File: config.mk
export PLATFORM = sky130hd
export DESIGN_NAME = wdg_watchdog_sleep
export DESIGN_NICKNAME = d
export VERILOG_FILES = /design/src/design/wdg_pkg.sv /design/src/design/wdg_watchdog_sleep.sv
export VERILOG_INCLUDE_DIRS = /design/src /design/src/design
export SDC_FILE = /design/constraint.sdc
export NUM_CORES = 1
export LEC_CHECK = 0
export BUFFER_PORTS_ARGS = -buffer_cell sky130_fd_sc_hd__buf_2
export CORE_ASPECT_RATIO = 0.75
export CORE_MARGIN = 2
export CORE_UTILIZATION = 49
export DETAILED_ROUTE_END_ITERATION = 10
export PLACE_DENSITY = 0.86
export SYNTH_ARGS = -nofsm -noshare
export SYNTH_HDL_FRONTEND = slang
export SYNTH_SLANG_ARGS = --single-unit
File: constraint.sdc
create_clock -name clock -period 3.8 [get_ports clock]
set_clock_uncertainty 0.15 [all_clocks]
set_input_delay 0.38 -clock clock [delete_from_list [all_inputs] [get_ports clock]]
set_output_delay 0.38 -clock clock [all_outputs]
set_load 0.01 [all_outputs]
File: src/design/wdg_consts.svh
// register map, field positions, reset values and timing counts of the watchdog
`ifndef WDG_CONSTS_SVH
`define WDG_CONSTS_SVH
`define WDG_CTRL_OFS 4'h0
`define WDG_OPT_OFS 4'h4
`define WDG_CMD_OFS 4'h8
`define WDG_STAT_OFS 4'hC
`define WDG_CTRL_RST 8'h08
`define WDG_OPT_RST 8'hFF
`define WDG_SOFT_EN_BIT 0
`define WDG_PS_LSB 1
`define WDG_PS_MSB 4
`define WDG_OWNER_BIT 3
`define WDG_RATIO_MSB 2
`define WDG_CMD_CLR_BIT 0
`define WDG_CMD_SLEEP_BIT 1
`define WDG_CLK_HZ 40000000
`define WDG_LFOSC_HZ 31000
`define WDG_LF_DIV ((`WDG_CLK_HZ) / (`WDG_LFOSC_HZ))
`define WDG_OST_PERIODS 1024
`define WDG_PS_BASE 16'h0020
`define WDG_PS_MAX 4'hB
`endif

File: src/design/wdg_pkg.sv
// types shared by the watchdog and sleep logic
package wdg_pkg;
   typedef enum logic [2:0] {
      WDG_LOW_POWER_CRYSTAL = 3'h0,
      WDG_STD_CRYSTAL_MODE = 3'h1,
      WDG_FAST_CRYSTAL_MODE = 3'h2,
      WDG_EXTERNAL_CLOCK_MODE = 3'h3,
      WDG_INTERNAL_OSC_MODE = 3'h4,
      WDG_EXTERNAL_RC_MODE = 3'h5,
      WDG_TIMER1_OSC_MODE = 3'h6
   } wdg_osc_mode_t;
   typedef enum logic [1:0] {
      WDG_AWAKE,
      WDG_ASLEEP,
      WDG_OST
   } wdg_state_t;
endpackage

File: src/design/wdg_watchdog_sleep.sv
// watchdog timer with sleep entry, wake-up and reset-cause flags
// Overview of operation
// - watchdog counts ticks of slow internal oscillator
// - 16-bit prescaler ratio set by period select
// - shared 8-bit prescaler serves watchdog when assigned
// - control register resets to 0x08 every reset
// - start-up timer holds watchdog in reset
// - fuse set runs watchdog, ignores soft enable
// - fuse clear, soft enable bit gates watchdog
// - period codes 1:32 doubling to 1:65536
// - soft enable bit 0, bits 7-5 zero
// - clear on disable, clear, osc fail, wake
// - crystal wake holds watchdog clear through start-up
// - start-up 1024 osc periods, crystal modes only
// - sleep clears watchdog and power-down flag, sets expiry flag, stops oscillator
// - leave sleep on pin reset, watchdog, interrupt
// - watchdog wake clears expiry flag
// - never drive the external reset pin low
// - enabled interrupt wakes; global enable picks vector
// - sleep prefetches next instruction
// - pending interrupt makes sleep a no-operation
// - interrupt during sleep wakes with full sleep effects
// - every wake-up clears the watchdog
//
// Local design decisions: the Avalon-MM register port and the register offsets.
`timescale 1ns/1ps
`default_nettype none
`include "wdg_consts.svh"
module wdg_watchdog_sleep
   import wdg_pkg::*;
(
   input wire logic clock,
   input wire logic rst_b,
   input wire logic [3:0] address,
   input wire logic read,
   input wire logic write,
   input wire logic [31:0] writedata,
   output logic [31:0] readdata,
   output logic waitrequest,
   input wire logic watchdog_fuse_enable,
   input wire wdg_osc_mode_t osc_mode,
   input wire logic sys_osc_tick,
   input wire logic osc_fail,
   input wire logic [7:0] irq_flags,
   input wire logic [7:0] irq_enables,
   input wire logic global_irq_enable,
   input wire logic external_reset_pin_b_in,
   output logic external_reset_pin_b_out,
   output logic external_reset_pin_oe_b,
   output logic device_reset,
   output logic wake_continue,
   output logic wake_vector,
   output logic prefetch_next,
   output logic osc_driver_off,
   output logic io_hold
);

   localparam logic [10:0] LF_LAST = 11'(`WDG_LF_DIV - 1);
   localparam logic [9:0] OST_LAST = 10'(`WDG_OST_PERIODS - 1);

   function automatic logic [15:0] presc_last(input logic [3:0] code);
      logic [3:0] c;
      c = (code > `WDG_PS_MAX) ? `WDG_PS_MAX : code;
      presc_last = (`WDG_PS_BASE << c) - 16'h0001;
   endfunction

   function automatic logic is_crystal(input wdg_osc_mode_t m);
      is_crystal = (m == WDG_LOW_POWER_CRYSTAL) || (m == WDG_STD_CRYSTAL_MODE) ||
                   (m == WDG_FAST_CRYSTAL_MODE);
   endfunction

   logic ack;
   logic [7:0] watchdog_control;
   logic [7:0] option_prescale_control;
   logic powerdown_flag;
   logic expiry_flag;
   wdg_state_t state;
   logic [10:0] lf_cnt;
   logic [15:0] presc;
   logic [7:0] post;
   logic [9:0] ost_cnt;

   logic wr_go;
   logic cmd_we;
   logic clr_instr;
   logic sleep_instr;
   logic lf_tick;
   logic wdt_en;
   logic pend;
   logic ext_rst;
   logic sleep_go;
   logic sleep_nop;
   logic wake_go;
   logic wdt_clear;
   logic base_clear;
   logic presc_done;
   logic wdt_ovf;
   logic dev_rst_now;
   logic [3:0] ps_code;
   logic [7:0] post_last;
   logic [7:0] status_word;

   // bus slave: one wait cycle, then the answer
   assign waitrequest = (read || write) && !ack;
   assign wr_go = write && ack;
   assign cmd_we = wr_go && (address == `WDG_CMD_OFS);
   assign clr_instr = cmd_we && writedata[`WDG_CMD_CLR_BIT];
   assign sleep_instr = cmd_we && writedata[`WDG_CMD_SLEEP_BIT];

   always_ff @(posedge clock) begin
      if (!rst_b) begin
         ack <= 1'b0;
      end else begin
         ack <= (read || write) && !ack;
      end
   end

   assign status_word = {3'h0, state == WDG_OST, state == WDG_ASLEEP, wdt_en,
                         expiry_flag, powerdown_flag};

   always_ff @(posedge clock) begin
      if (!rst_b) begin
         readdata <= 32'h0000_0000;
      end else if (read && !ack) begin
         case (address)
            `WDG_CTRL_OFS: readdata <= {24'h0, 3'h0, watchdog_control[4:0]};
            `WDG_OPT_OFS: readdata <= {24'h0, option_prescale_control};
            `WDG_STAT_OFS: readdata <= {24'h0, status_word};
            default: readdata <= 32'h0000_0000;
         endcase
      end
   end

   // control registers come back to their reset values on every device reset
   always_ff @(posedge clock) begin
      if (!rst_b) begin
         watchdog_control <= `WDG_CTRL_RST;
      end else if (dev_rst_now) begin
         watchdog_control <= `WDG_CTRL_RST;
      end else if (wr_go && address == `WDG_CTRL_OFS) begin
         watchdog_control <= {3'h0, writedata[4:0]};
      end
   end

   always_ff @(posedge clock) begin
      if (!rst_b) begin
         option_prescale_control <= `WDG_OPT_RST;
      end else if (dev_rst_now) begin
         option_prescale_control <= `WDG_OPT_RST;
      end else if (wr_go && address == `WDG_OPT_OFS) begin
         option_prescale_control <= writedata[7:0];
      end
   end

   assign ps_code = watchdog_control[`WDG_PS_MSB:`WDG_PS_LSB];
   assign post_last = (8'h01 << option_prescale_control[`WDG_RATIO_MSB:0]) - 8'h01;
   assign wdt_en = watchdog_fuse_enable || watchdog_control[`WDG_SOFT_EN_BIT];
   assign pend = |(irq_flags & irq_enables);
   assign ext_rst = !external_reset_pin_b_in;

   // the device has no pull-down on its own reset pin
   assign external_reset_pin_b_out = 1'b0;
   assign external_reset_pin_oe_b = 1'b1;

   assign sleep_nop = (state == WDG_AWAKE) && sleep_instr && pend;
   assign sleep_go = (state == WDG_AWAKE) && sleep_instr && !pend && !ext_rst;
   assign wake_go = (state == WDG_ASLEEP) && !ext_rst && (pend || wdt_ovf);
   assign dev_rst_now = ext_rst || (wdt_ovf && state == WDG_AWAKE);

   // restart causes that do not hang on the count itself, so overflow cannot feed back into its own gate
   assign base_clear = ext_rst || !wdt_en || clr_instr || osc_fail ||
                       sleep_go || (state == WDG_ASLEEP && pend) ||
                       (state == WDG_OST);
   // every event that restarts the count, prescalers included
   assign wdt_clear = base_clear || dev_rst_now || wake_go;

   // slow oscillator time base, derived from the main clock
   assign lf_tick = (lf_cnt == LF_LAST);

   always_ff @(posedge clock) begin
      if (!rst_b) begin
         lf_cnt <= 11'h000;
      end else if (lf_tick) begin
         lf_cnt <= 11'h000;
      end else begin
         lf_cnt <= lf_cnt + 11'h001;
      end
   end

   assign presc_done = lf_tick && !base_clear && (presc == presc_last(ps_code));

   always_ff @(posedge clock) begin
      if (!rst_b) begin
         presc <= 16'h0000;
      end else if (wdt_clear) begin
         presc <= 16'h0000;
      end else if (lf_tick) begin
         if (presc == presc_last(ps_code)) begin
            presc <= 16'h0000;
         end else begin
            presc <= presc + 16'h0001;
         end
      end
   end

   // shared prescaler only stretches the period while assigned to the watchdog
   assign wdt_ovf = presc_done &&
                    (!option_prescale_control[`WDG_OWNER_BIT] || post == post_last);

   always_ff @(posedge clock) begin
      if (!rst_b) begin
         post <= 8'h00;
      end else if (wdt_clear || !option_prescale_control[`WDG_OWNER_BIT]) begin
         post <= 8'h00;
      end else if (presc_done) begin
         if (post == post_last) begin
            post <= 8'h00;
         end else begin
            post <= post + 8'h01;
         end
      end
   end

   // sleep, wake and start-up sequencing
   always_ff @(posedge clock) begin
      if (!rst_b) begin
         state <= WDG_AWAKE;
      end else begin
         case (state)
            WDG_AWAKE: begin
               if (sleep_go) begin
                  state <= WDG_ASLEEP;
               end
            end
            WDG_ASLEEP: begin
               if (ext_rst) begin
                  state <= WDG_AWAKE;
               end else if (wake_go) begin
                  state <= is_crystal(osc_mode) ? WDG_OST : WDG_AWAKE;
               end
            end
            WDG_OST: begin
               if (ext_rst || (sys_osc_tick && ost_cnt == OST_LAST)) begin
                  state <= WDG_AWAKE;
               end
            end
            default: state <= WDG_AWAKE;
         endcase
      end
   end

   // start-up count in oscillator periods; a tick is one period
   always_ff @(posedge clock) begin
      if (!rst_b) begin
         ost_cnt <= 10'h000;
      end else if (state != WDG_OST) begin
         ost_cnt <= 10'h000;
      end else if (sys_osc_tick) begin
         ost_cnt <= ost_cnt + 10'h001;
      end
   end

   // power-down flag: set at power-up, cleared by sleep entry
   always_ff @(posedge clock) begin
      if (!rst_b) begin
         powerdown_flag <= 1'b1;
      end else if (sleep_go) begin
         powerdown_flag <= 1'b0;
      end else if (clr_instr) begin
         powerdown_flag <= 1'b1;
      end
   end

   // expiry flag low means the watchdog ran out
   always_ff @(posedge clock) begin
      if (!rst_b) begin
         expiry_flag <= 1'b1;
      end else if (wdt_ovf) begin
         expiry_flag <= 1'b0;
      end else if (sleep_go || clr_instr) begin
         expiry_flag <= 1'b1;
      end
   end

   always_ff @(posedge clock) begin
      if (!rst_b) begin
         device_reset <= 1'b0;
         wake_continue <= 1'b0;
         wake_vector <= 1'b0;
         prefetch_next <= 1'b0;
      end else begin
         device_reset <= dev_rst_now;
         wake_continue <= wake_go;
         wake_vector <= wake_go && pend && global_irq_enable;
         prefetch_next <= sleep_go || sleep_nop;
      end
   end

   always_ff @(posedge clock) begin
      if (!rst_b) begin
         osc_driver_off <= 1'b0;
         io_hold <= 1'b0;
      end else begin
         osc_driver_off <= sleep_go || (state == WDG_ASLEEP && !wake_go && !ext_rst);
         io_hold <= sleep_go || (state == WDG_ASLEEP && !wake_go && !ext_rst);
      end
   end
endmodule
`default_nettype wire

==> results.cfg, run 1 <==
[critical_path]
cp-end-kind = flop
cp-start-kind = flop
crit_arrival_ns = 3.50
cp.required_ns = 3.84
cp_max_fo = 13
reg2reg_slack_ns = 0.34
worst-setup-path-type = reg -> reg

[finish]
drive_above_1_share = 0.1620
layout.nets = 634
num_antenna_cells = 0
area_growth_pct = 11.77
fill_cells = 744
final_area_mm2 = 0.004870
final_core_util = 0.5687

[floorplan]
io_pins = 105
start_util = 0.5088
core-area_mm2 = 0.008563
die_x_um = 112.9
dieArea_mm2 = 0.009669
die_h_um = 85.66
num_rows = 29

[logic_synthesis]
synthCells = 521
synth_top_area_share = 0.3492
synth_area_mm2 = 0.004357
synthTopCellsByCount = nor2_1 (78), dfxtp_1 (76), nand2_1 (36), buf_4 (27), xnor2_1 (27)
synth-seq-cells = 76
synth_area_leaders = dfxtp_1 (35%), nor2_1 (6.7%), xnor2_1 (5.4%)
synth_largest_area_cell = dfxtp_1
async_flop_share = 0
synth_flop_cell = dfxtp_1
synth_edf_count = 0
yosysMostFrequentCell = nor2_1
avgSynthCellArea_um2 = 8.362
seq_area_frac_synth = 0.3492
yosysUniqueCellTypes = 66
yosysWarnings = 0

[pwr]
power_w = 0.001743
p_leak_nw = 1.925
power.density_mw_per_mm2 = 358.0
vdd_drop_max_mv = 0.2366

[clock_network]
numCtsBuffers = 9
ctsResizeCount = 0
cts_tree = built
clk_latency_ns = 0.34
path_clk_slew_ns = 0.06
cts_buffer_depth = 2
holdBufCountCts = 0
postCtsSetupRepairBufs = 0
htreeDepth = 3
root_buffer = clkbuf_16
clock_sinks = 76

[global_routing]
overflow = 0
grt_pass1_vias = 3471
grt_pass1_wl_mm = 16.07
antenna_found_initial = 0
grt_max_degree = 19
grt_use_total = 0.2020

[sta]
slew_violations = 0
rsz0062_at_grt = no
fin_hold_ws_ns = 0.1041
fin_crit_ns = 3.463
max_slew_margin = 0.6158
fmax_mhz = 288.8
final-hold-violation-count = 0
finalSetupTns_ns = 0
fin_crit_sh = 0.9113
tightest_slew_ns = 0.5618
setup-violations-final = 0

[placement]
gp_congestion = 0.9187
placed_area_mm2 = 0.004576
hpwl_mm = 7.097
io_buffers = 54

[drt]
wl_met3_um = 611
vias = 3787
ant_nets = 0
met2_length_mm = 4.498
drt-total-wl_mm = 9.644
wl_met1_mm = 4.400
drc_errors = 3
routedWlPerCell_um = 14.27
initialDrtViolationCount = 247
drt-vias-per-instance = 5.602
top_layer = met4
dr.pass1.iters = 7

[worst_hold_path]
min_path_type = in -> reg

[run]
drv_cap = 0

[run_status]
run_status = finished with violations
violations = design-rule violations
==> flip-flops by register name, summed over array words and instances, names as in the netlist <==
register and cells:
ack 1, device_reset 1, expiry_flag 1, io_hold 1, lf_cnt 11, option_prescale_control 8
ost_cnt 10, post 8, powerdown_flag 1, prefetch_next 1, presc 16, readdata 8
state 2, wake_continue 1, wake_vector 1, watchdog_control 5
==> per-layer routing <==
layer | track usage | vias to the layer above
met3 | 0.05159 | 19
met4 | 0.06098 | 0
met1 | 0.2708 | 1773
met2 | 0.3242 | 129
met5 | 0 | -
li1 | - | 1866
==> worst max-delay path, stage by stage, from the launching register on <==
cell	delay, ns
dfxtp_1	0.34
or4b_2	0.67
ha_1	0.21
or4b_1	0.49
a311oi_1	0.47
a211oi_4	0.08
nand3_2	0.15
nor4_4	0.06
a31oi_2	0.52
o211ai_1	0.16
==> final cells by class <==
class / instances / area [µm²] / area share
multi-input cells: 405 / 2559 / 0.5254
clock inverters: 5 / 61.31 / 0.01259
clock buffers: 11 / 232.7 / 0.04779
well taps: 108 / 135.1 / 0.02775
inverters: 10 / 37.54 / 0.007708
repair buffers: 61 / 322.8 / 0.06629
flip-flops and latches: 76 / 1521 / 0.3124
==> per-stage QoR <==
| stage | cells | setup slack (ns) |
|---|---|---|
| 3_5_place_dp | 660 | 0.3424 |
| 4_1_cts | 676 | 0.3231 |
| 5_1_grt | 676 | 0.1016 |
| 6_report | 676 | 0.3371 |
| 3_3_place_gp | 660 | 0.4245 |
| 2_1_floorplan | 545 | 0.2114 |
==> where the power goes <==
group | internal (W) | switching, W
registers | 0.000803 | 0.00000635
clock network | 0.000511 | 0.000331
logic | 0.0000348 | 0.0000572
total | 0.00135 | 0.000395
==> cell usage in the layout, fill, tap and decap left out, types with 2 or more instances in the layout <==
cell type and instances:
a211oi_1 2, a21o_1 2, a21oi_1 14, a22o_1 2, a22oi_1 13, a311oi_1 2, a31oi_1 2, and2_1 5
and3_1 12, buf_2 54, buf_4 7, clkbuf_1 2, clkbuf_16 9, clkinvlp_4 3, conb_1 26, dfxtp_1 76
ha_1 7, inv_1 10, mux2i_1 21, nand2_1 36, nand2b_1 11, nand3_1 21, nand3_2 2, nand4_1 14
nand4bb_1 3, nor2_1 78, nor2b_1 7, nor3_1 10, nor4_1 11, o211ai_1 4, o21a_1 2, o21ai_0 8
o22ai_1 3, or2_2 2, or3_1 9, or4b_1 2, or4b_2 2, xnor2_1 27, xor2_1 18
==> cells by family after synthesis <==
family | share of synthesized area
AOI/OAI and AO/OA | 0.1212
xor gates and xnor gates | 0.09047
adders and majority gates | 0.02010
muxes | 0.04825
other | 0.001724
DFF | 0.3492
buffers and inverters | 0.08415
and+or+nand+nor | 0.2849
==> final timing paths <==
check,from,to,cells past startpoint
setup / recovery,watchdog_control[2],option_prescale_control[0],9
hold / removal,writedata[5],option_prescale_control[5],3
setup reg to reg,watchdog_control[2],option_prescale_control[0],9
hold reg to reg,ack,ack,1
(Power assumes the default switching activity.)
==> run 2: changes to the inputs <==
- CORE_UTILIZATION: 49 -> 50
- PLACE_DENSITY: 0.86 -> 0.84
- clock period: 3.8 -> 3.7 ns (I/O delays scaled with it)
==> results.cfg, run 2 (synthesis results as in run 1) <==
[run_status]
run_status = completed

[drt]
vias = 3817
initialDrtViolationCount = 185
dr.pass1.iters = 4
routedWlPerCell_um = 14.37
drc_errors = 0
ant_nets = 0
drt-total-wl_mm = 9.714
drt-vias-per-instance = 5.646

[critical_path]
worst-setup-path-type = reg -> reg
reg2reg_slack_ns = 0.24
cp_max_fo = 15
path_cells = buf_4 -> or4_1 -> ha_1 -> buf_4 -> and2_1 -> o2111a_1 -> a211oi_2 -> or2_2 -> nor2_1 -> a211o_1 -> nor2_1
crit_arrival_ns = 3.56
cp-start-kind = flop
cp_top_family = simple AND/OR/NAND/NOR gates
cp_num_buf_inv = 2
cpMaxStageDelayCell = or4_1
max_stage_delay_ns = 0.52
cp-end-kind = flop
cp.required_ns = 3.81

[placement]
placed_area_mm2 = 0.004591
gp_congestion = 0.8798
hpwl_mm = 7.151
io_buffers = 54

[floorplan]
die_x_um = 111.8
io_pins = 105
num_rows = 29
die_h_um = 84.84
core-area_mm2 = 0.008454
start_util = 0.5153
dieArea_mm2 = 0.009484

[sta]
rsz0062_at_grt = no
finalSetupTns_ns = 0
tightest_slew_ns = 0.5981
final-hold-violation-count = 0
fmax_mhz = 289.2
fin_hold_ws_ns = 0.1005
slew_violations = 0
fin_crit_sh = 0.9347
max_slew_margin = 0.5982
setup-violations-final = 0
fin_crit_ns = 3.458

[clock_network]
numCtsBuffers = 9
clk_latency_ns = 0.33
htreeDepth = 3
clock_sinks = 76
holdBufCountCts = 0
root_buffer = clkbuf_16
cts_tree = built
path_clk_slew_ns = 0.05
cts_buffer_depth = 2

[worst_hold_path]
min_path_type = in -> reg

[finish]
largest_register_ffs = 16
top_register = presc
final_area_mm2 = 0.004913
drive_above_1_share = 0.1655
num_antenna_cells = 0
layout_common_cells = nor2_1 (78), dfxtp_1 (76), buf_2 (54)
layout.nets = 636
reg_top3 = presc: 16 flops, lf_cnt: 11 flops, ost_cnt: 10 flops
final_common_cell = nor2_1
final_core_util = 0.5812
area_growth_pct = 12.78

[global_routing]
grt_max_degree = 18
grt_use_total = 0.2082
grt_pass1_wl_mm = 16.45
antenna_found_initial = 0
grt_pass1_vias = 3597
overflow = 0

[pwr]
power.density_mw_per_mm2 = 375.5
p_leak_nw = 1.949
vdd_drop_max_mv = 0.2881

[run]
drv_cap = 0
==> run 2: worst min-delay path: stages <==
cell and delay [ns]:
buf_2 0.07, mux2i_1 0.05, nand2_1 0.05
==> run 2: final timing paths <==
check,to,from,depth (start not counted)
setup / recovery,presc[7],watchdog_control[1],11
hold / removal,option_prescale_control[6],writedata[6],3
setup reg to reg,presc[7],watchdog_control[1],11
hold reg to reg,ack,ack,1
==> run 2: cell type report <==
cell class              instances  area (µm²)
fillers                       732        3541
flip-flops and latches         76        1521
multi-input cells             405        2567
clock buffers                  10       239.0
clock inverters                 4       75.07
well taps                     108       135.1
inverters                      10       37.54
repair buffers                 63       337.8
==> run 2: what timing repair did <==
item,in CTS,in global routing
buffers inserted,0,0
setup endpoints to repair,0,1
gates resized for setup,0,1
hold endpoints to repair,0,0
==> run 2: routing by layer <==
metal  vias to the layer above  GRT usage  routed length (µm)
met3                        17    0.05071                 520
met2                       114     0.3421                4646
met5                         -          0                   0
met1                      1820     0.2726                4421
li1                       1866          -                   -
met4                         0    0.06622                 125
==> run 2: metrics by stage <==
| stage | power [W] | worst slack [ns] | cells |
|---|---|---|---|
| 4_1_cts | 0.001858 | 0.1884 | 676 |
| 3_3_place_gp | 0.0009396 | 0.3230 | 662 |
| 5_1_grt | 0.001909 | 0.04338 | 676 |
| 3_5_place_dp | 0.0009425 | 0.2355 | 662 |
| 6_report | 0.001845 | 0.2417 | 676 |
| 2_1_floorplan | 0.0009274 | 0.1114 | 545 |
==> run 2: where the power goes <==
part | switching (W) | internal [W]
clock network | 0.000318 | 0.000601
logic | 0.0000594 | 0.0000363
registers | 0.00000624 | 0.000825
